[config.mk]
export PLATFORM = sky130hd
export DESIGN_NAME = xcsd_top
export DESIGN_NICKNAME = d
export VERILOG_FILES = /design/src/xcsd_cs_match.v /design/src/xcsd_top.v
export VERILOG_INCLUDE_DIRS = /design/src /design/src/inc
export SDC_FILE = /design/constraint.sdc
export NUM_CORES = 1
export LEC_CHECK = 0
export ABC_CLOCK_PERIOD_IN_PS = 2300
export BUFFER_PORTS_ARGS = -buffer_cell sky130_fd_sc_hd__buf_2
export CAP_MARGIN = 15
export CORE_ASPECT_RATIO = 1.25
export CORE_UTILIZATION = 35
export DETAILED_ROUTE_END_ITERATION = 7
export PLACE_DENSITY_LB_ADDON = 0.3
export SYNTH_ARGS = -nofsm -noshare
export SYNTH_HDL_FRONTEND = slang
export SYNTH_SLANG_ARGS = --single-unit
[constraint.sdc]
create_clock -name clk -period 2.3 [get_ports clk]
set_clock_uncertainty 0.2 [all_clocks]
set_input_delay 0.46 -clock clk [delete_from_list [all_inputs] [get_ports clk]]
set_output_delay 0.46 -clock clk [all_outputs]
set_load 0.1 [all_outputs]
[src/inc/xcsd_map.vh]
// Register map, field positions and reset values of the chip select decoder
`ifndef XCSD_MAP_VH
`define XCSD_MAP_VH

// **********************************************************************
// Register indices; byte address is four times the index
// **********************************************************************
`define XCSD_IDX_CS0_HIGH 8'h60
`define XCSD_IDX_CS0_LOW 8'h61
`define XCSD_IDX_CS1_HIGH 8'h62
`define XCSD_IDX_CS1_LOW 8'h63
`define XCSD_IDX_CTRL 8'h70
`define XCSD_ADDR_LSB 2
`define XCSD_IDX_W 8

// **********************************************************************
// Field positions
// **********************************************************************
`define XCSD_LOW_WP 1
`define XCSD_LOW_DIS 0
`define XCSD_CTRL_MODE 0
`define XCSD_CTRL_SOFTRST 1

// **********************************************************************
// Reset values
// **********************************************************************
`define XCSD_BASE_RST 8'h00
`define XCSD_CTRL_RST 8'h00

`endif

[src/xcsd_cs_match.v]
// One chip select: compares the host I/O address against a programmed base
`timescale 1ns/1ps
module xcsd_cs_match (
  input wire clk,
  input wire rst,
  input wire [7:0] baseHigh,
  input wire [7:0] baseLow,
  input wire mode2,
  input wire [15:0] ioAddr,
  input wire ioValid,
  output reg selectN
);
`include "xcsd_map.vh"

  wire hiMatch;
  wire midMatch;
  wire lowMatch;
  wire hit;

  assign hiMatch = (ioAddr[15:8] == baseHigh);
  assign midMatch = (ioAddr[7:4] == baseLow[7:4]);
  // Mode 2 decodes on 16-byte windows, bits 3:2 of the base are ignored
  assign lowMatch = mode2 | (ioAddr[3:2] == baseLow[3:2]); // see RQ4
  assign hit = ioValid & ~baseLow[`XCSD_LOW_DIS] & hiMatch & midMatch &
    lowMatch; // see RQ10

  always @(posedge clk or posedge rst) begin
    if (rst) begin
      selectN <= 1'b1;
    end else begin
      selectN <= ~hit; // see RQ7
    end
  end

endmodule // xcsd_cs_match

[src/xcsd_top.v]
// Chip select base registers behind an AHB-Lite slave, with two decoders
//
// Summary of operation
// RQ1 - Index 0x60 holds address bits 15:8 of the chip select 0 base.
// RQ2 - Software keeps base address bits 15:12 at zero for 16-bit decode.
// RQ3 - Index 0x61 holds the low byte of the chip select 0 base.
// RQ4 - Low byte bits 7:2 are address 7:2 in mode 1, bits 7:4 in mode 2.
// RQ5 - While bit 1 of index 0x61 is set, indices 0x60 and 0x61 are locked; here a soft reset still clears all but bit 1.
// RQ6 - That lock bit clears only on hard reset; writing zero leaves it.
// RQ7 - Bit 0 of index 0x61 set disables chip select 0, clear enables it.
// RQ8 - Index 0x62 holds chip select 1 bits 15:8, locked by its own lock; here a soft reset still clears it.
// RQ9 - Index 0x63 holds the chip select 1 low byte, lock and disable bits.
// RQ10 - A chip select asserts only when enabled and all used bits match.
//
// Our own choice: the AHB-Lite slave port.
`timescale 1ns/1ps
module xcsd_top (
  input wire clk,
  input wire rst,
  input wire hsel,
  input wire [31:0] haddr,
  input wire [1:0] htrans,
  input wire hwrite,
  input wire [2:0] hsize,
  input wire [31:0] hwdata,
  input wire hready,
  output reg [31:0] hrdata,
  output reg hreadyout,
  output reg hresp,
  input wire [15:0] ioAddr,
  input wire ioValid,
  output reg extSelect0N,
  output reg extSelect1N
);
`include "xcsd_map.vh"

  // ********************************************************************
  // Register state
  // ********************************************************************
  reg [7:0] cs0High_q;
  reg [7:0] cs0High_d;
  reg [7:0] cs0Low_q;
  reg [7:0] cs0Low_d;
  reg [7:0] cs1High_q;
  reg [7:0] cs1High_d;
  reg [7:0] cs1Low_q;
  reg [7:0] cs1Low_d;
  reg [7:0] ctrl_q;
  reg [7:0] ctrl_d;
  reg softRst_q;
  reg softRst_d;

  // ********************************************************************
  // AHB-Lite address phase capture
  // ********************************************************************
  reg wrPend_q;
  reg [7:0] wrIdx_q;
  wire take;
  wire [7:0] reqIdx;
  wire [7:0] wdata;
  wire wp0;
  wire wp1;

  // Only whole-word transfers are expected; hsize is not checked
  assign take = hsel & htrans[1] & hready;
  assign reqIdx = haddr[`XCSD_ADDR_LSB + `XCSD_IDX_W - 1:`XCSD_ADDR_LSB];
  assign wdata = hwdata[7:0];
  assign wp0 = cs0Low_q[`XCSD_LOW_WP];
  assign wp1 = cs1Low_q[`XCSD_LOW_WP];

  always @(posedge clk or posedge rst) begin
    if (rst) begin
      wrPend_q <= 1'b0;
      wrIdx_q <= 8'h00;
    end else begin
      wrPend_q <= take & hwrite;
      if (take) begin
        wrIdx_q <= reqIdx;
      end
    end
  end

  // ********************************************************************
  // Next register values
  // ********************************************************************
  always @* begin
    cs0High_d = cs0High_q;
    cs0Low_d = cs0Low_q;
    cs1High_d = cs1High_q;
    cs1Low_d = cs1Low_q;
    ctrl_d = ctrl_q;
    softRst_d = 1'b0;
    if (wrPend_q) begin
      case (wrIdx_q)
        `XCSD_IDX_CS0_HIGH: begin
          if (!wp0) begin
            cs0High_d = wdata; // see RQ1, RQ5
          end
        end
        `XCSD_IDX_CS0_LOW: begin
          if (!wp0) begin
            // Lock bit can only be set here, never cleared
            cs0Low_d = {wdata[7:2], wdata[1] | wp0, wdata[0]}; // see RQ3
          end
        end
        `XCSD_IDX_CS1_HIGH: begin
          if (!wp1) begin
            cs1High_d = wdata; // see RQ8
          end
        end
        `XCSD_IDX_CS1_LOW: begin
          if (!wp1) begin
            cs1Low_d = {wdata[7:2], wdata[1] | wp1, wdata[0]}; // see RQ9
          end
        end
        `XCSD_IDX_CTRL: begin
          ctrl_d = {7'h00, wdata[`XCSD_CTRL_MODE]};
          softRst_d = wdata[`XCSD_CTRL_SOFTRST];
        end
        default: begin
          ctrl_d = ctrl_q;
        end
      endcase
    end
    // Soft reset clears the bases even when locked, but keeps the locks
    if (softRst_q) begin
      cs0High_d = `XCSD_BASE_RST;
      cs1High_d = `XCSD_BASE_RST;
      // Bit 1 survives a soft reset; only a hard reset may unlock
      cs0Low_d = {6'h00, cs0Low_q[`XCSD_LOW_WP], 1'b0} |
        `XCSD_BASE_RST; // see RQ6
      cs1Low_d = {6'h00, cs1Low_q[`XCSD_LOW_WP], 1'b0} |
        `XCSD_BASE_RST; // see RQ9
    end
  end

  always @(posedge clk or posedge rst) begin
    if (rst) begin
      // Hard reset is the only path that drops the locks
      cs0High_q <= `XCSD_BASE_RST;
      cs0Low_q <= `XCSD_BASE_RST; // see RQ6
      cs1High_q <= `XCSD_BASE_RST;
      cs1Low_q <= `XCSD_BASE_RST;
      ctrl_q <= `XCSD_CTRL_RST;
      softRst_q <= 1'b0;
    end else begin
      cs0High_q <= cs0High_d;
      cs0Low_q <= cs0Low_d;
      cs1High_q <= cs1High_d;
      cs1Low_q <= cs1Low_d;
      ctrl_q <= ctrl_d;
      softRst_q <= softRst_d;
    end
  end

  // ********************************************************************
  // Read data, taken from next values so a read right after a write
  // sees the written byte
  // ********************************************************************
  reg [7:0] rdByte;

  always @* begin
    case (reqIdx)
      `XCSD_IDX_CS0_HIGH: rdByte = cs0High_d;
      `XCSD_IDX_CS0_LOW: rdByte = cs0Low_d;
      `XCSD_IDX_CS1_HIGH: rdByte = cs1High_d;
      `XCSD_IDX_CS1_LOW: rdByte = cs1Low_d;
      `XCSD_IDX_CTRL: rdByte = ctrl_d;
      default: rdByte = 8'h00;
    endcase
  end

  always @(posedge clk or posedge rst) begin
    if (rst) begin
      hrdata <= 32'h00000000;
      hreadyout <= 1'b1;
      hresp <= 1'b0;
    end else begin
      hreadyout <= 1'b1;
      hresp <= 1'b0;
      if (take & ~hwrite) begin
        hrdata <= {24'h000000, rdByte};
      end else begin
        hrdata <= 32'h00000000;
      end
    end
  end

  // ********************************************************************
  // Decoders
  // ********************************************************************
  wire sel0N;
  wire sel1N;

  xcsd_cs_match uMatch0 (
    .clk(clk),
    .rst(rst),
    .baseHigh(cs0High_q),
    .baseLow(cs0Low_q),
    .mode2(ctrl_q[`XCSD_CTRL_MODE]),
    .ioAddr(ioAddr),
    .ioValid(ioValid),
    .selectN(sel0N)
  );

  xcsd_cs_match uMatch1 (
    .clk(clk),
    .rst(rst),
    .baseHigh(cs1High_q),
    .baseLow(cs1Low_q),
    .mode2(ctrl_q[`XCSD_CTRL_MODE]),
    .ioAddr(ioAddr),
    .ioValid(ioValid),
    .selectN(sel1N)
  );

  // Extra stage keeps the pins straight off flops in this module
  always @(posedge clk or posedge rst) begin
    if (rst) begin
      extSelect0N <= 1'b1;
      extSelect1N <= 1'b1;
    end else begin
      extSelect0N <= sel0N; // see RQ7
      extSelect1N <= sel1N; // see RQ10
    end
  end

endmodule // xcsd_top

==> results of run 1 <==
-- power by group through the flow --
stage / Clock [uW] / Sequential [uW] / Combinational, uW
final: 1430 / 1200 / 474
after detailed placement: 0 / 1220 / 467
after global placement: 0 / 1210 / 462
after floorplan: 0 / 1200 / 392
after CTS: 1470 / 1200 / 474
after global routing: 1520 / 1200 / 508
-- how the worst max path moves through the flow --
stage               cells after the start            to  slack, ps       start
floorplan                               1  cs0High_q[0]        110         rst
global placement                        6     hrdata[6]        -60    haddr[5]
detailed placement                      6     hrdata[6]       -100    haddr[5]
CTS                                     6     hrdata[2]         60  wrIdx_q[7]
global route                            6     hrdata[2]        -40  wrIdx_q[1]
finish                                  6     hrdata[0]         80  wrIdx_q[2]
-- per-layer routing --
| layer | vias up | GRT usage | share of wire |
|---|---|---|---|
| li1 | 1125 | - | - |
| met1 | 1172 | 0.234 | 0.45 |
| met2 | 67 | 0.281 | 0.50 |
| met3 | 7 | 0.0469 | 0.047 |
| met4 | 0 | 0.0540 | 0.011 |
| met5 | - | 0 | 0 |
-- what timing repair did --
action / 4_1_cts / 5_1_grt
hold buffers: 1 / 0
resized for setup: 2 / 4
hold endpoints to repair: 17 / 0
setup buffers: 0 / 1
pin swaps: 0 / 3
setup endpoints to repair: 5 / 4
-- flip-flops by register name, indices dropped and copies added (netlist names), 8 cells and up --
signal     flops
cs0High_q      8
cs0Low_q       8
cs1High_q      8
cs1Low_q       8
ctrl_q         8
hrdata         8
wrIdx_q        8
-- cell families after synthesis --
family                    count (synthesis)  share of synthesized area
AOI/OAI and AO/OA                        33                     0.0729
xor gates and xnor gates                 28                     0.0733
buffers and inverters                    42                     0.0808
DFF                                      62                      0.465
muxes                                    37                      0.126
other                                     2                    0.00224
and+or+nand+nor                          87                      0.180
-- cells in the mapped netlist (3+ instances only) --
master     count  area, um^2
inv_1          6        22.5
clkbuf_1       7        26.3
mux2i_1       11         110
nand2_1        5        18.8
nor2b_1       23         144
buf_4         28         210
dfstp_2        4         105
mux2_4         5        75.1
mux2_1         4        45.0
nand4_1        4        25.0
nor2_1        20        75.1
or4_1          3        22.5
dfrtp_1       58        1450
mux2_2        17         191
xnor2_1       20         175
xor2_1         8        70.1
a2bb2oi_1      6        52.6
nand3_1        3        15.0
a222oi_1       6        60.1
a21oi_1       12        60.1
and2_1         7        43.8
-- layout make-up --
cell class                 count  area [um^2]
fill                         882         5070
multi-input combinational    211         1630
sequential                    62         1560
timing repair buffer          73          464
clock buffer                  13          250
tap                          123          154
clock inverter                 3         67.6
inverter                       6         22.5
-- through the flow --
stage	TNS, ps	setup slack, ps	util	std cells
6_report	0	83.7	0.450	491
5_1_grt	-47.0	-43.2	0.450	491
4_1_cts	0	57.4	0.447	490
3_5_place_dp	-189	-96.4	0.410	473
3_3_place_gp	-159	-61.8	0.410	473
2_1_floorplan	0	105	-	315
==> metrics.cfg, run 1 <==
[global_route]
grt_pass1_wl_um = 12700
grt.overflow.total = 0
antenna_found_initial = 0
grt_pass1_vias = 2385
grt_use_total = 0.177
grt_max_degree = 46

[power_and_ir_drop]
sequentialPowerShare = 0.386
power_frac_comb = 0.153
switchingPower_uw = 836
p_int_uw = 2270
p_per_area_nw_per_um2 = 749
clkPwrFrac = 0.462
leakagePower_uw = 0.00206
switching_share = 0.269
ir_worst_vdd_mv = 0.417
power_uw = 3110

[clock_network]
clk-insertion-delay-late_ps = 330
cts_root_buf = clkbuf_16
cts-buffers-inserted = 9
clock_path_buffers = 2
clk_pin_slew_ps = 50
numClockSinks = 62
cts_tree = done
htree_levels = 3

[placed_design]
hpwl_um = 5820
place.gp.congestion = 0.836
portBuffers = 46
placed_area_um2 = 3780

[logic_synthesis]
synth_flop_cell = dfrtp_1
synth_enable_flop_cells = 0
ys_seq_area_frac = 0.465
ys_types = 49
synth-async-reset-ratio = 1.00
synth.avg_cell_area_um2 = 11.5
postSynthCellCount = 291
synth_area_um2 = 3350
ys_ff_latch = 62
ys.warnings.count = 0

[routing]
vias_per_cell = 4.83
drt_iter0_drc = 169
post_drt_wl_per_cell_um = 16.1
post-route-drc-count = 0
firstDrtPassIters = 5
wirelength_um = 7880
num_vias = 2371
drtAntennaViolNets = 0

[final_layout]
final_nets = 454
n_antenna_cell = 0
areaGrowthSynthToFinish_pct = 24.0
final_common_cell = dfrtp_1
postLayoutCellArea_um2 = 4150
final_cell_mix = dfrtp_1, buf_2, conb_1
drive_gt1_frac = 0.348

[setup_path]
slowest_stage = dfrtp_1
ff2ff_setup_slack_ps = 80
critPathMaxFanout = 4
path_buf_inv = 1
slowest_delay_ps = 430
crit_path_end_kind = flip-flop
worstPathCellList = nor3_4, buf_4, nand4b_4, mux2_4, nor2b_1, o41a_1
arrival_ps = 2220
crit_path_start_kind = flip-flop
path_delay_family = simple AND/OR/NAND/NOR gates
crit_type = flip-flop to flip-flop
ff2ff_path_depth = 6
cp_data_required_time_ps = 2300
r2r-start = wrIdx_q[2]
timing.rr.end = hrdata[0]

[die]
die_w_um = 89.5
boundaryPins = 127
fp.dieH_um = 111
initial_core_util = 0.363
rows = 39
core-area_um2 = 9220
die-area_um2 = 9960

[flow_run]
cap_violations = 0

[sta]
finalCritPeriodShare = 0.964
drv_slew = 0
fin_crit_ps = 2220
finalHoldViolations = 0
rsz0062_at_grt = true
fmax_mhz = 451
setup_viol = 0
timing.hold.ws_ps = 155

[min_path]
min_to = extSelect0N
worstHoldPathCells = 0
hold_class = flip-flop to flip-flop
hold_path.startpoint = uMatch0.selectN

[outcome]
status = finished, final reports clean

Power figures use the tool's default switching activity.
==> inputs of run 2 (changes only) <==
- GPL_TIMING_DRIVEN: not set -> 0
- RECOVER_POWER: not set -> 25
==> run 2 against run 1 <==
Effect of this change: global-route usage is 0.42 points higher; final cell count is 4.3% higher; first-iteration DRC count is 4.1% lower; power is 2.7% lower; utilization is 1.4 points higher; wire length is 2.9% higher; sequential power hardly changed; setup slack worse by 27 ps; combinational power is 11% higher; critical path depth is 1 higher; register-to-register slack worse by 30 ps; critical path type unchanged; largest cell class unchanged.
==> metrics.cfg, run 2 (synthesis results as in run 1) <==
[outcome]
status = finished, final reports clean

[routing]
wirelength_um = 8110
post_drt_wl_per_cell_um = 15.8
drt_iter0_drc = 162
firstDrtPassIters = 6
vias_per_cell = 4.77
drtAntennaViolNets = 0
num_vias = 2440
post-route-drc-count = 0

[setup_path]
cp_data_required_time_ps = 2290
arrival_ps = 2230
slowest_delay_ps = 390
slowest_stage = a222oi_1
crit_path_start_kind = flip-flop
crit_path_end_kind = flip-flop
critPathMaxFanout = 7
cp-startpoint = wrIdx_q[7]
r2r-start = wrIdx_q[7]
crit_type = flip-flop to flip-flop
worstPathCellList = and4b_1, buf_6, nand4b_4, buf_8, mux2_4, a222oi_1, a21oi_1

[flow_run]
cap_violations = 0

[die]
fp.dieH_um = 111
rows = 39
die_w_um = 89.5
die-area_um2 = 9960
boundaryPins = 127
core-area_um2 = 9220
initial_core_util = 0.363

[placed_design]
pre_cts_ws_ps = -320
place.gp.congestion = 0.806
portBuffers = 46
placed_cells = 485
placed_area_um2 = 3840
hpwl_um = 5760

[global_route]
grt_max_degree = 43
grt_pass1_wl_um = 13100
antenna_found_initial = 0
grt_pass1_vias = 2502
grt.overflow.total = 0
grt_use_total = 0.181

[sta]
drv_slew = 0
finalHoldViolations = 0
rsz0062_at_grt = true
slew_headroom = 0.436
fin_crit_ps = 2240
timing.hold.ws_ps = 154
tightest_slew_ps = 845
fmax_mhz = 446
setup_viol = 0
layout_setup_ws_ps = 57.1
finalCritPeriodShare = 0.975

[clock_network]
cts_tree = done
clk-insertion-delay-late_ps = 330
cts-buffers-inserted = 9
clk_pin_slew_ps = 50
clock_path_buffers = 2
numClockSinks = 62
htree_levels = 3
cts_root_buf = clkbuf_16

[min_path]
hold_class = input port to flip-flop
hold_path.startpoint = hwrite

[power_and_ir_drop]
switchingPower_uw = 856
clkPwrFrac = 0.430
p_int_uw = 2170
switching_share = 0.283
sequentialPowerShare = 0.396
p_per_area_nw_per_um2 = 707
leakagePower_uw = 0.00216
ir_worst_vdd_mv = 0.442
power_frac_comb = 0.174

[final_layout]
fin_util = 0.464
final_cell_mix = dfrtp_1, buf_2, buf_4
n_antenna_cell = 0
areaGrowthSynthToFinish_pct = 27.8
final_nets = 475
final_cell_count_no_fill = 512
drive_gt1_frac = 0.362
final_common_cell = dfrtp_1
postLayoutCellArea_um2 = 4280
fillers = 858

## run 2: per-layer routing
layer | global-route usage | share of wire | vias up
met3 | 0.0320 | 0.051 | 16
met5 | 0 | 0 | -
met2 | 0.280 | 0.48 | 79
met1 | 0.231 | 0.44 | 1180
li1 | - | - | 1165
met4 | 0.114 | 0.030 | 0
## run 2: worst paths after layout
path                            slack, ps  cells past startpoint     endpoint
min in group asynchronous             650                      3   wrIdx_q[0]
max in group asynchronous             480                      4  extSelect0N
worst max-delay path                   60                      7    hrdata[6]
worst max register to register         60                      7    hrdata[6]
worst min-delay path                  150                      3     wrPend_q
worst min register to register        150                      0  extSelect1N
## run 2: cell type report
type | count | area, um^2 | share of cell area
clock buffers | 13 | 240 | 0.0562
flip-flops and latches | 62 | 1560 | 0.364
repair buffers | 58 | 348 | 0.0813
multi-input cells | 211 | 1660 | 0.388
clock inverters | 3 | 40.0 | 0.00936
plain buffers | 36 | 255 | 0.0597
inverters | 6 | 22.5 | 0.00527
well taps | 123 | 154 | 0.0360
## run 2: critical path: cells and delay by family, from the launching register on
family                 cells  cell delay (ps)
AOI/OAI and AO/OA          2              520
buffers and inverters      2              330
DFF                        1              370
muxes                      1              300
and+or+nand+nor            2              380
## run 2: power groups by stage
stage	Clock [uW]	Combinational (uW)	Sequential [uW]
after global routing	1360	566	1210
after global placement	0	473	1210
after CTS	1320	514	1200
after detailed placement	0	481	1220
after floorplan	0	392	1200
final	1300	526	1200
## run 2: per-stage QoR
step	setup TNS (ps)	total power, uW
after detailed placement	-1780	1700
final	0	3030
after global routing	-29.8	3130
after global placement	-43580	1690
after floorplan	0	1590
after CTS	0	3030
## run 2: what timing repair did
| item | 4_1_cts | 5_1_grt |
|---|---|---|
| pin swaps | 3 | 7 |
| hold buffers | 1 | 0 |
| resized for setup | 5 | 5 |
| endpoints found under the setup margin | 6 | 7 |
| buffers inserted | 5 | 5 |
| hold endpoints to repair | 20 | 0 |
